--- config.mk ---
export PLATFORM = sky130hd
export DESIGN_NAME = tcp_timer
export DESIGN_NICKNAME = d
export VERILOG_FILES = /design/src/design/tcp_pkg.sv /design/src/design/tcp_timer.sv
export SDC_FILE = /design/constraint.sdc
export NUM_CORES = 1
export LEC_CHECK = 0
export BUFFER_PORTS_ARGS = -buffer_cell sky130_fd_sc_hd__buf_4
export CORE_MARGIN = 4
export CORE_UTILIZATION = 60
export DETAILED_ROUTE_END_ITERATION = 12
export PLACE_DENSITY = 0.91
export RECOVER_POWER = 50
export SLEW_MARGIN = 0
export SYNTH_ARGS = -nofsm -noshare
export SYNTH_HDL_FRONTEND = slang
export SYNTH_SLANG_ARGS = --single-unit
--- constraint.sdc ---
create_clock -name clk -period 6.3 [get_ports clk]
set_clock_uncertainty 0.2 [all_clocks]
set_input_delay 0.945 -clock clk [delete_from_list [all_inputs] [get_ports clk]]
set_output_delay 0.945 -clock clk [all_outputs]
set_load 0.1 [all_outputs]
--- src/design/tcp_pkg.sv ---
// package for the single-slope 16-bit timer: register map, modes, actions, reset values
// assumes an apb slave with 32-bit data; one register per aligned word
package tcp_pkg;
  // ------------------------------------------------------------------
  // register offsets (byte addresses)
  // ------------------------------------------------------------------
  localparam logic [7:0] TCP_OFS_CTRL    = 8'h00; // mode, actions, prescale, direction
  localparam logic [7:0] TCP_OFS_CMPA    = 8'h04; // compare_a_value (buffer in pwm)
  localparam logic [7:0] TCP_OFS_CMPB    = 8'h08; // compare_b_value
  localparam logic [7:0] TCP_OFS_CAPTOP  = 8'h0C; // capture_top_value
  localparam logic [7:0] TCP_OFS_COUNT   = 8'h10; // counter_value, read only
  localparam logic [7:0] TCP_OFS_FLAGS   = 8'h14; // sticky flags, write one to clear
  localparam logic [7:0] TCP_OFS_CMPA_ACT = 8'h18; // active compare a, read only
  // ------------------------------------------------------------------
  // control field positions
  // ------------------------------------------------------------------
  localparam int TCP_CTRL_MODE_LSB = 0;   // waveform_mode_select [3:0]
  localparam int TCP_CTRL_ACTA_LSB = 4;   // output_action_select_a [5:4]
  localparam int TCP_CTRL_ACTB_LSB = 6;   // output_action_select_b [7:6]
  localparam int TCP_CTRL_PRE_LSB  = 8;   // prescale select [10:8]
  localparam int TCP_CTRL_DIRA     = 12;  // pin_direction_bit a
  localparam int TCP_CTRL_DIRB     = 13;  // pin_direction_bit b
  // flag bit positions
  localparam int TCP_FLG_OVF  = 0;
  localparam int TCP_FLG_CMPA = 1;
  localparam int TCP_FLG_CMPB = 2;
  localparam int TCP_FLG_CAP  = 3;
  // ------------------------------------------------------------------
  // modes, actions, constants
  // ------------------------------------------------------------------
  localparam logic [3:0] TCP_MODE_CTC_A  = 4'h4;
  localparam logic [3:0] TCP_MODE_FP8    = 4'h5;
  localparam logic [3:0] TCP_MODE_FP9    = 4'h6;
  localparam logic [3:0] TCP_MODE_FP10   = 4'h7;
  localparam logic [3:0] TCP_MODE_CTC_C  = 4'hC;
  localparam logic [3:0] TCP_MODE_FP_CAP = 4'hE;
  localparam logic [3:0] TCP_MODE_FP_A   = 4'hF;
  localparam logic [1:0] TCP_ACT_NONE    = 2'h0;
  localparam logic [1:0] TCP_ACT_TOGGLE  = 2'h1;
  localparam logic [1:0] TCP_ACT_INV     = 2'h2; // fast pwm: inverted
  localparam logic [1:0] TCP_ACT_NONINV  = 2'h3; // fast pwm: non-inverted
  localparam logic [15:0] TCP_TOP_8      = 16'h00FF;
  localparam logic [15:0] TCP_TOP_9      = 16'h01FF;
  localparam logic [15:0] TCP_TOP_10     = 16'h03FF;
  localparam logic [15:0] TCP_MAX        = 16'hFFFF;
  localparam logic [15:0] TCP_BOTTOM     = 16'h0000;
  // prescale select codes: 0 stopped, then 1, 8, 64, 256, 1024
  localparam logic [2:0] TCP_PRE_STOP = 3'h0;
  localparam logic [2:0] TCP_PRE_1    = 3'h1;
  localparam logic [2:0] TCP_PRE_8    = 3'h2;
  localparam logic [2:0] TCP_PRE_64   = 3'h3;
  localparam logic [2:0] TCP_PRE_256  = 3'h4;
  localparam logic [2:0] TCP_PRE_1024 = 3'h5;
  localparam logic [9:0] TCP_DIV_8    = 10'h007; // terminal counts of the prescaler
  localparam logic [9:0] TCP_DIV_64   = 10'h03F;
  localparam logic [9:0] TCP_DIV_256  = 10'h0FF;
  localparam logic [9:0] TCP_DIV_1024 = 10'h3FF;
  localparam logic [31:0] TCP_CTRL_RESET = 32'h0000_0000;
endpackage

--- src/design/tcp_timer.sv ---
// 16-bit single-slope timer: clear-on-match and fast pwm, two compare channels
// assumes an apb master on clk, synchronous inputs, asynchronous active-high reset
//
// Local design decisions: the APB slave port and the register offsets.
module tcp_timer (
  input  wire logic        clk,      // 200 MHz i/o clock
  input  wire logic        reset,    // asynchronous, active high
  input  wire logic        psel,     // apb select
  input  wire logic        penable,  // apb access phase
  input  wire logic        pwrite,   // apb direction
  input  wire logic [7:0]  paddr,    // apb byte address
  input  wire logic [31:0] pwdata,   // apb write data
  output logic      [31:0] prdata,   // apb read data
  output logic             pready,   // apb ready
  output logic             pslverr,  // apb error, unmapped address
  output logic             pin_a_out, // wave_out_a pin level
  output logic             pin_a_oe_n, // low while pin a is driven
  output logic             pin_b_out, // wave_out_b pin level
  output logic             pin_b_oe_n  // low while pin b is driven
);
  // ------------------------------------------------------------------
  // registers and apb decode
  // ------------------------------------------------------------------
  logic [31:0] ctrl;
  logic [15:0] cmp_buf [2];   // software-visible compare values
  logic [15:0] cmp_act [2];   // active compare values
  logic [15:0] cap_top;
  logic [15:0] counter_value;
  logic [3:0]  flags;
  logic [1:0]  wave_out;
  logic [9:0]  pre_cnt;

  wire access   = psel & penable;
  // a write lands only at the ready edge, so a write-one clear acts once
  wire wr       = access & pwrite & pready;
  wire hit_ctrl = paddr == tcp_pkg::TCP_OFS_CTRL;
  wire hit_cmpa = paddr == tcp_pkg::TCP_OFS_CMPA;
  wire hit_cmpb = paddr == tcp_pkg::TCP_OFS_CMPB;
  wire hit_cap  = paddr == tcp_pkg::TCP_OFS_CAPTOP;
  wire hit_cnt  = paddr == tcp_pkg::TCP_OFS_COUNT;
  wire hit_flg  = paddr == tcp_pkg::TCP_OFS_FLAGS;
  wire hit_act  = paddr == tcp_pkg::TCP_OFS_CMPA_ACT;
  wire mapped   = hit_ctrl | hit_cmpa | hit_cmpb | hit_cap | hit_cnt | hit_flg | hit_act;

  wire [3:0] waveform_mode_select = ctrl[tcp_pkg::TCP_CTRL_MODE_LSB +: 4];
  wire [1:0] act [2];
  assign act[0] = ctrl[tcp_pkg::TCP_CTRL_ACTA_LSB +: 2];
  assign act[1] = ctrl[tcp_pkg::TCP_CTRL_ACTB_LSB +: 2];
  wire [2:0] pre_sel = ctrl[tcp_pkg::TCP_CTRL_PRE_LSB +: 3];
  wire [1:0] pin_direction_bit = {ctrl[tcp_pkg::TCP_CTRL_DIRB], ctrl[tcp_pkg::TCP_CTRL_DIRA]};

  // ------------------------------------------------------------------
  // mode decode and top selection
  // ------------------------------------------------------------------
  wire mode_ctc_a = waveform_mode_select == tcp_pkg::TCP_MODE_CTC_A;
  wire mode_ctc_c = waveform_mode_select == tcp_pkg::TCP_MODE_CTC_C;
  wire mode_ctc   = mode_ctc_a | mode_ctc_c;
  wire mode_fp8   = waveform_mode_select == tcp_pkg::TCP_MODE_FP8;
  wire mode_fp9   = waveform_mode_select == tcp_pkg::TCP_MODE_FP9;
  wire mode_fp10  = waveform_mode_select == tcp_pkg::TCP_MODE_FP10;
  wire mode_fpc   = waveform_mode_select == tcp_pkg::TCP_MODE_FP_CAP;
  wire mode_fpa   = waveform_mode_select == tcp_pkg::TCP_MODE_FP_A;
  wire fixed_top  = mode_fp8 | mode_fp9 | mode_fp10;
  wire mode_fast  = fixed_top | mode_fpc | mode_fpa;
  // single-slope top; other modes run free to max
  wire [15:0] top_value =
    mode_fp8 ? tcp_pkg::TCP_TOP_8 :
    mode_fp9 ? tcp_pkg::TCP_TOP_9 :
    mode_fp10 ? tcp_pkg::TCP_TOP_10 :
    (mode_ctc_c | mode_fpc) ? cap_top :
    (mode_ctc_a | mode_fpa) ? cmp_act[0] :
    tcp_pkg::TCP_MAX;
  // fixed tops keep only the resolution's low bits of a written compare
  wire [15:0] cmp_mask =
    mode_fp8 ? tcp_pkg::TCP_TOP_8 :
    mode_fp9 ? tcp_pkg::TCP_TOP_9 :
    mode_fp10 ? tcp_pkg::TCP_TOP_10 : tcp_pkg::TCP_MAX;
  wire [15:0] cmp_wdata = pwdata[15:0] & cmp_mask;

  // ------------------------------------------------------------------
  // prescaler: one tick every N clocks, N = 1, 8, 64, 256 or 1024
  // ------------------------------------------------------------------
  wire [9:0] pre_term =
    (pre_sel == tcp_pkg::TCP_PRE_8)    ? tcp_pkg::TCP_DIV_8 :
    (pre_sel == tcp_pkg::TCP_PRE_64)   ? tcp_pkg::TCP_DIV_64 :
    (pre_sel == tcp_pkg::TCP_PRE_256)  ? tcp_pkg::TCP_DIV_256 :
    (pre_sel == tcp_pkg::TCP_PRE_1024) ? tcp_pkg::TCP_DIV_1024 : 10'h000;
  wire pre_valid = (pre_sel != tcp_pkg::TCP_PRE_STOP) & (pre_sel <= tcp_pkg::TCP_PRE_1024);
  wire tick      = pre_valid & (pre_cnt >= pre_term);

  always_ff @(posedge clk or posedge reset) begin
    if (reset) pre_cnt <= 10'h000;
    else if (!pre_valid || tick) pre_cnt <= 10'h000;
    else pre_cnt <= pre_cnt + 10'h001;
  end

  // ------------------------------------------------------------------
  // counter: equality with top clears, otherwise counts up and wraps
  // ------------------------------------------------------------------
  wire at_top   = counter_value == top_value;
  wire at_max   = counter_value == tcp_pkg::TCP_MAX;
  // a top below the count is missed, so the count runs on through max
  wire top_hit  = (mode_ctc | mode_fast) & at_top;
  wire [15:0] next_count = top_hit ? tcp_pkg::TCP_BOTTOM
                                   : counter_value + 16'h0001;
  wire ovf_evt  = mode_fast ? top_hit : at_max;
  wire wrap     = mode_fast & top_hit;

  always_ff @(posedge clk or posedge reset) begin
    if (reset) counter_value <= tcp_pkg::TCP_BOTTOM;
    else if (tick) counter_value <= next_count;
  end

  // ------------------------------------------------------------------
  // per-channel compare, buffering and waveform
  // ------------------------------------------------------------------
  logic [1:0] match;
  logic [1:0] next_wave;
  for (genvar ch = 0; ch < 2; ch++) begin : g_ch
    wire wr_cmp = wr & (ch == 0 ? hit_cmpa : hit_cmpb);
    // the top-defining channel matches on every period in fast pwm; in clear-on-match a write below the count waits for the wrap through max
    assign match[ch] = counter_value == cmp_act[ch];
    wire toggle_ok = (ch == 0) & (mode_ctc_a | mode_ctc_c | mode_fpa);
    always_comb begin
      next_wave[ch] = wave_out[ch];
      if (mode_fast && act[ch] >= tcp_pkg::TCP_ACT_INV) begin
        // inverted sets on match; non-inverted clears; bottom does the opposite
        if (match[ch]) next_wave[ch] = (act[ch] == tcp_pkg::TCP_ACT_INV);
        else if (wrap) next_wave[ch] = (act[ch] == tcp_pkg::TCP_ACT_NONINV);
      end else if (act[ch] == tcp_pkg::TCP_ACT_TOGGLE && toggle_ok && match[ch]) begin
        next_wave[ch] = ~wave_out[ch];
      end else if (!mode_fast && match[ch]) begin
        if (act[ch] == tcp_pkg::TCP_ACT_INV) next_wave[ch] = 1'b0;
        else if (act[ch] == tcp_pkg::TCP_ACT_NONINV) next_wave[ch] = 1'b1;
      end
    end
    always_ff @(posedge clk or posedge reset) begin
      if (reset) cmp_buf[ch] <= 16'h0000;
      else if (wr_cmp) cmp_buf[ch] <= cmp_wdata;
    end
    // pwm: active value loads at top; otherwise writes go straight through
    always_ff @(posedge clk or posedge reset) begin
      if (reset) cmp_act[ch] <= 16'h0000;
      else if (!mode_fast && wr_cmp) cmp_act[ch] <= cmp_wdata;
      else if (mode_fast && tick && top_hit) cmp_act[ch] <= cmp_buf[ch];
      else if (!mode_fast) cmp_act[ch] <= cmp_buf[ch];
    end
    always_ff @(posedge clk or posedge reset) begin
      if (reset) wave_out[ch] <= 1'b0;
      else if (tick) wave_out[ch] <= next_wave[ch];
    end
  end

  // ------------------------------------------------------------------
  // control and capture-top registers
  // ------------------------------------------------------------------
  always_ff @(posedge clk or posedge reset) begin
    if (reset) ctrl <= tcp_pkg::TCP_CTRL_RESET;
    else if (wr && hit_ctrl) ctrl <= pwdata;
  end
  always_ff @(posedge clk or posedge reset) begin
    if (reset) cap_top <= 16'h0000;
    else if (wr && hit_cap) cap_top <= pwdata[15:0];
  end

  // ------------------------------------------------------------------
  // sticky flags: hardware set wins over a write-one clear
  // ------------------------------------------------------------------
  logic [3:0] set_flags;
  always_comb begin
    set_flags = 4'h0;
    set_flags[tcp_pkg::TCP_FLG_OVF]  = tick & ovf_evt;
    set_flags[tcp_pkg::TCP_FLG_CMPA] = tick & match[0];
    set_flags[tcp_pkg::TCP_FLG_CMPB] = tick & match[1];
    set_flags[tcp_pkg::TCP_FLG_CAP]  = tick & top_hit & (mode_ctc_c | mode_fpc);
  end
  wire [3:0] clr_flags = (wr && hit_flg) ? pwdata[3:0] : 4'h0;
  always_ff @(posedge clk or posedge reset) begin
    if (reset) flags <= 4'h0;
    else flags <= (flags & ~clr_flags) | set_flags;
  end

  // ------------------------------------------------------------------
  // read mux; registered data, one wait state so every answer is a flop
  // ------------------------------------------------------------------
  logic [31:0] rd_mux;
  always_comb begin
    rd_mux = 32'h0000_0000;
    if (hit_ctrl) rd_mux = {18'h0, ctrl[13:0]};
    if (hit_cmpa) rd_mux = {16'h0000, cmp_buf[0]};
    if (hit_cmpb) rd_mux = {16'h0000, cmp_buf[1]};
    if (hit_cap) rd_mux = {16'h0000, cap_top};
    if (hit_cnt) rd_mux = {16'h0000, counter_value};
    if (hit_flg) rd_mux = {28'h0000000, flags};
    if (hit_act) rd_mux = {16'h0000, cmp_act[0]};
  end
  always_ff @(posedge clk or posedge reset) begin
    if (reset) begin
      pready  <= 1'b0;
      prdata  <= 32'h0000_0000;
      pslverr <= 1'b0;
    end else begin
      pready  <= access & ~pready;
      prdata  <= rd_mux;
      pslverr <= access & ~pready & ~mapped;
    end
  end

  // pins: waveform only while direction selects output
  always_ff @(posedge clk or posedge reset) begin
    if (reset) begin
      pin_a_out  <= 1'b0;
      pin_b_out  <= 1'b0;
      pin_a_oe_n <= 1'b1;
      pin_b_oe_n <= 1'b1;
    end else begin
      pin_a_out  <= next_wave[0] & tick | wave_out[0] & ~tick;
      pin_b_out  <= next_wave[1] & tick | wave_out[1] & ~tick;
      pin_a_oe_n <= ~(pin_direction_bit[0] & (act[0] != tcp_pkg::TCP_ACT_NONE));
      pin_b_oe_n <= ~(pin_direction_bit[1] & (act[1] != tcp_pkg::TCP_ACT_NONE));
    end
  end

  // ------------------------------------------------------------------
  // checks
  // ------------------------------------------------------------------
  chk_ctc_clear: assert property (@(posedge clk) disable iff (reset)
    tick && mode_ctc && at_top |=> counter_value == 16'h0000)
    else $error("counter not cleared at top");
  chk_ovf_max: assert property (@(posedge clk) disable iff (reset)
    tick && mode_ctc && at_max |=> flags[0])
    else $error("overflow flag missed at max");
  chk_fast_clear: assert property (@(posedge clk) disable iff (reset)
    tick && mode_fast && at_top |=> counter_value == 16'h0000 && flags[0])
    else $error("fast pwm did not clear after top");
  chk_up_only: assert property (@(posedge clk) disable iff (reset)
    tick && mode_fast && !at_top |=> counter_value == $past(counter_value) + 16'h0001)
    else $error("fast pwm counter not counting up");
  chk_toggle_a: assert property (@(posedge clk) disable iff (reset)
    tick && mode_ctc_a && act[0] == 2'h1 && match[0] |=> wave_out[0] != $past(wave_out[0]))
    else $error("toggle missed on match");
  chk_noninv_bottom: assert property (@(posedge clk) disable iff (reset)
    tick && mode_fast && act[0] == 2'h3 && top_hit && !match[0] |=> wave_out[0])
    else $error("non-inverted not set at bottom");
  chk_buf_load: assert property (@(posedge clk) disable iff (reset)
    tick && mode_fast && top_hit |=> cmp_act[0] == $past(cmp_buf[0]))
    else $error("compare buffer not loaded at top");
  chk_pin_hidden: assert property (@(posedge clk) disable iff (reset)
    !pin_direction_bit[0] |=> pin_a_oe_n)
    else $error("pin driven without direction");
  chk_hold_none: assert property (@(posedge clk) disable iff (reset)
    act[0] == 2'h0 && !reset ##1 act[0] == 2'h0 |-> wave_out[0] == $past(wave_out[0]))
    else $error("waveform changed with no action");

  // flags raised at top in both families and on compare b match in fast pwm; the nine-bit top clear
  chk_ctc_flag_a: assert property (@(posedge clk) disable iff (reset)
    tick && mode_ctc_a && at_top |=> flags[1])
    else $error("compare a flag missed at top");

  chk_ctc_flag_cap: assert property (@(posedge clk) disable iff (reset)
    tick && mode_ctc_c && at_top |=> flags[3])
    else $error("capture flag missed at top");

  chk_fast_cap_flag: assert property (@(posedge clk) disable iff (reset)
    tick && mode_fpc && at_top |=> flags[3] && flags[0])
    else $error("fast pwm top flags missed");

  chk_cmp_flag_b: assert property (@(posedge clk) disable iff (reset)
    tick && mode_fast && match[1] |=> flags[2])
    else $error("compare b flag missed");

  chk_fixed_top: assert property (@(posedge clk) disable iff (reset)
    tick && mode_fp9 && counter_value == 16'h01FF |=> counter_value == 16'h0000)
    else $error("nine-bit top not honoured");

  // pins and register writes
  chk_pin_follow: assert property (@(posedge clk) disable iff (reset)
    pin_a_out == wave_out[0] && pin_b_out == wave_out[1])
    else $error("pin level differs from waveform");

  chk_pin_driven: assert property (@(posedge clk) disable iff (reset)
    pin_direction_bit[0] && act[0] != 2'h0 |=> !pin_a_oe_n)
    else $error("pin not driven with direction set");

  chk_mask_fixed: assert property (@(posedge clk) disable iff (reset)
    wr && hit_cmpa && mode_fp8 |=> cmp_buf[0][15:8] == 8'h00)
    else $error("compare high bits kept at fixed top");

  chk_cap_direct: assert property (@(posedge clk) disable iff (reset)
    wr && hit_cap |=> cap_top == $past(pwdata[15:0]))
    else $error("capture top not written at once");

  chk_ctc_direct: assert property (@(posedge clk) disable iff (reset)
    wr && hit_cmpa && mode_ctc |=> cmp_act[0] == $past(pwdata[15:0]))
    else $error("clear-on-match top buffered");

  // waveform actions and buffering
  chk_buf_hold: assert property (@(posedge clk) disable iff (reset)
    mode_fast && !(tick && top_hit) |=> cmp_act[0] == $past(cmp_act[0]))
    else $error("active compare changed between tops");

  chk_inv_match: assert property (@(posedge clk) disable iff (reset)
    tick && mode_fast && act[0] == 2'h2 && match[0] |=> wave_out[0])
    else $error("inverted not set on match");

  chk_noninv_match: assert property (@(posedge clk) disable iff (reset)
    tick && mode_fast && act[0] == 2'h3 && match[0] |=> !wave_out[0])
    else $error("non-inverted not cleared on match");

  chk_toggle_fpa: assert property (@(posedge clk) disable iff (reset)
    tick && mode_fpa && act[0] == 2'h1 && match[0] |=> wave_out[0] != $past(wave_out[0]))
    else $error("mode f toggle missed");

  cov_ctc_wrap: cover property (@(posedge clk) disable iff (reset) tick && mode_ctc && top_hit);
  cov_fast_top: cover property (@(posedge clk) disable iff (reset) tick && mode_fpa && top_hit);
  cov_cap_top: cover property (@(posedge clk) disable iff (reset) tick && mode_fpc && top_hit);
  cov_fixed_top: cover property (@(posedge clk) disable iff (reset) tick && fixed_top && top_hit);
  cov_ctc_miss: cover property (@(posedge clk) disable iff (reset) tick && mode_ctc && at_max);
endmodule

==> out/summary.md <==
• result of the run: finished, violations left
• violations in the final reports: max-capacitance violations, max-slew violations
• Netlist cell types: 71
• synthesized flop and latch total: 148
• number of core rows: 43
• Max transition margin: -141%
• initial core utilization: 61.5%
• Worst IR Drop VDD: 157 uV
• commonest non-fill, non-tap cells in the layout: 146 x sky130_fd_sc_hd__dfrtp_1, 86 x sky130_fd_sc_hd__nand2_1, 77 x sky130_fd_sc_hd__o21ai_0, 63 x sky130_fd_sc_hd__mux2_2, 45 x sky130_fd_sc_hd__nor2_1
• GRT Total Usage: 29.4%
• largest fanout on the critical path: 83
• horizontal die dimension: 127 um
• total clock sinks: 148
• Critical Path, Cell by Cell: clkbuf_4, clkinvlp_2, clkbuf_2
• Worst Setup Path Type: primary input to async pin
• final count of pins violating max slew: 151
• via count: 6954
• cell count after placement: 1013
• io pins: 83
• hold_buf cts: 0
• Die Outline Area: 16200 um2
• Worst setup SP type: primary input
• count of flip-flops with a built-in enable after synthesis: 0
• Detailed Routing Iterations Pass 1: 7
• filler instances: 1015
• part of the power in combinational logic: 6.1%
• maximum achievable frequency: 0.222 GHz
• Worst Path Buf+Inv: 3
• Port Buf Inserts: 50
• length of routed met3 wiring: 2.62 mm
• beginning of the worst register-to-register path: ctrl[0]
• Post-Syn Area per Cell: 10.2 um2
• routed len/inst: 22.2 um
• pwr/cell area: 230 nW/um2
• number of nets with antenna violations after routing: 0
• count of placed standard cells in the final layout, fillers left out: 1045
• Hold Path Class: flip-flop to flip-flop
• arrival time worst endpoint: 4.56 ns
• Critical Path Source: reset
• routed length on met2: 10.6 mm
• signed area change from the synthesized netlist to the final layout: 9.72%
• CTS root buffer: sky130_fd_sc_hd__clkbuf_16
• residual DRC count: 0
• placed wire-length estimate: 15.3 mm
• via count of the first global-routing pass: 6787
• unrepaired setup endpoints after global routing: false
• crit share post-route: 71.5%
• synth warn: 0
• routability congestion estimate from global placement: 0.974
• reported leakage power: 4.62 nW
• vertical die dimension: 127 um
• maximum root-to-sink buffer count: 2
• uppermost layer routed: met4
• Tmin final: 4.50 ns
• maximum number of pins on one net before global-route repair: 84
• count of mapped cells out of synthesis: 837
• Largest delay share family, worst path: buffers and inverters
• Worst path slowest cell: sky130_fd_sc_hd__clkinvlp_2
• leading cell type in the layout, fill and taps excluded: sky130_fd_sc_hd__dfrtp_1
• global-route wire length before repair: 36.6 mm
• data required time of the critical path: 6.36 ns
• synthesized area: 8530 um2
• max-cap check violation count: 2
• asr flop ratio synth: 100%
• Fin Setup TNS: 0 ns
• library cell occupying the most area in the post-synthesis netlist: sky130_fd_sc_hd__dfrtp_1
• nets: 909
• diode count: 0
• source of the worst hold timing path: pready
• H-Tree Depth: 4
• Clk Latency, worst-skew pair: 0.44 ns
• Iter 0 DRT Violations: 1142
• prevailing post-synth register cell: sky130_fd_sc_hd__dfrtp_1
• share of the yosys chip area belonging to registers: 43.4%
• fraction of layout cells with a size suffix above 1: 19.7%
• share of the synthesized area in the top cell type: 42.8%
• Routed met1 length: 8.66 mm
• sum of overflow across all layers after global routing: 0
• slew at the pin closest to its max-slew limit: 3.59 ns
• leading post-synthesis cells by cell area: sky130_fd_sc_hd__dfrtp_1 43%, sky130_fd_sc_hd__mux2_2 8.3%, sky130_fd_sc_hd__o21ai_0 4.5%, sky130_fd_sc_hd__xor2_1 4.5%, sky130_fd_sc_hd__mux2_4 4.4%
• clock tree from TritonCTS: done
• net switching power: 0.000523 W
• largest stage delay on the critical path: 2.01 ns
• total setup violations reported at the end of the flow: 0
• DRT Wirelength: 23.2 mm
• number of hold violations in the final report: 0
• internal power: 0.00163 W
• sw frac: 24.3%
• CTS resizes: 0
• kind of end point of the critical path: async pin
• relative contribution of the clock network to total power: 48.8%
• clock transition time at the flip-flop clock pins of the worst setup and hold paths: 0.06 ns
• post-CTS setup repair buffer count: 0
• Core Box Area: 13900 um2
• cts bufs inserted: 17
• initial antenna violation count: 0
• power share of the sequential group: 45.0%
• ratio of routed vias to standard cells: 6.65
-- power by group through the flow --
stage	registers, W	logic, W	clock network, W
final	0.000967	0.000132	0.00105
after global routing	0.000967	0.000141	0.00110
after CTS	0.000966	0.000133	0.00105
after detailed placement	0.000983	0.000133	0
after global placement	0.000983	0.000131	0
after floorplan	0.000985	0.0000961	0
-- Yosys cell counts, types with 12 or more instances --
cell	count
sky130_fd_sc_hd__clkbuf_1	46
sky130_fd_sc_hd__a221o_1	13
sky130_fd_sc_hd__ha_1	12
sky130_fd_sc_hd__inv_1	18
sky130_fd_sc_hd__xor2_1	44
sky130_fd_sc_hd__nor2_1	45
sky130_fd_sc_hd__mux2i_1	13
sky130_fd_sc_hd__a21oi_1	12
sky130_fd_sc_hd__o21ai_0	77
sky130_fd_sc_hd__nand2_1	86
sky130_fd_sc_hd__mux2_4	25
sky130_fd_sc_hd__mux2_2	63
sky130_fd_sc_hd__nand3_1	19
sky130_fd_sc_hd__nor4_1	21
sky130_fd_sc_hd__dfrtp_1	146
sky130_fd_sc_hd__buf_4	17
sky130_fd_sc_hd__xnor2_1	20
-- sequential cells by signal, indices dropped and copies added (netlist names) --
name / count
cap_top: 16
cmp_act: 32
cmp_buf: 32
counter_value: 16
ctrl: 14
flags: 4
pin_a_oe_n: 1
pin_a_out: 1
pin_b_oe_n: 1
pin_b_out: 1
prdata: 16
pre_cnt: 10
pready: 1
pslverr: 1
wave_out: 2
-- metal layers --
layer / vias to the layer above / global-route usage [%]
met5: - / 0
met4: 0 / 15.7
met3: 129 / 6.98
met2: 520 / 46.1
met1: 3297 / 37.9
li1: 3008 / -
-- worst register-to-register path, delay by kind of cell, from the launching register on --
kind / cells / cell delay, ns
DFF: 1 / 0.62
AOI/OAI and AO/OA: 2 / 0.91
xor gates and xnor gates: 1 / 0.13
muxes: 1 / 0.43
and+or+nand+nor: 4 / 1.73
buffers and inverters: 1 / 0.34
-- final cells by class --
type	instances	area [um2]	area share, %
timing repair buffer	59	358	3.82
clock inverter	12	155	1.66
sequential	148	3710	39.6
inverter	18	68.8	0.735
clock buffer	20	457	4.88
tap	180	225	2.41
multi-input combinational	608	4390	46.9
-- worst paths after layout --
kind,to,slack (ns),cells after the start
min,pready,0.29,1
max in group clk,cmp_act[26],1.83,9
min reg2reg,pready,0.29,1
max,pready,1.80,3
max reg2reg,cmp_act[26],1.83,9
min in group asynchronous,cmp_buf[25],1.37,2
-- cells by family (layout without fill, tap and decap cells) --
logic type | count (synthesis) | after routing | share of synthesized area (%)
compound gates | 168 | 168 | 13.3
xor+xnor | 64 | 64 | 6.57
fa+ha+maj | 12 | 12 | 1.76
buf+inv | 96 | 109 | 5.85
flops | 148 | 148 | 43.4
mux | 101 | 101 | 14.2
other cells | 1 | 16 | 0.0440
simple gates | 247 | 247 | 14.8
-- through the flow --
stage	hold slack, ns	area [um2]	util (%)	power (W)	worst slack, ns
after floorplan	0.215	8590	-	0.00108	1.18
after global placement	0.271	8840	63.7	0.00111	1.80
after detailed placement	0.284	8840	63.7	0.00112	1.73
after CTS	0.293	9450	68.1	0.00215	2.00
after global routing	0.296	9360	67.4	0.00220	0.972
final	0.287	9360	67.4	0.00215	1.80
(Power assumes the default switching activity.)
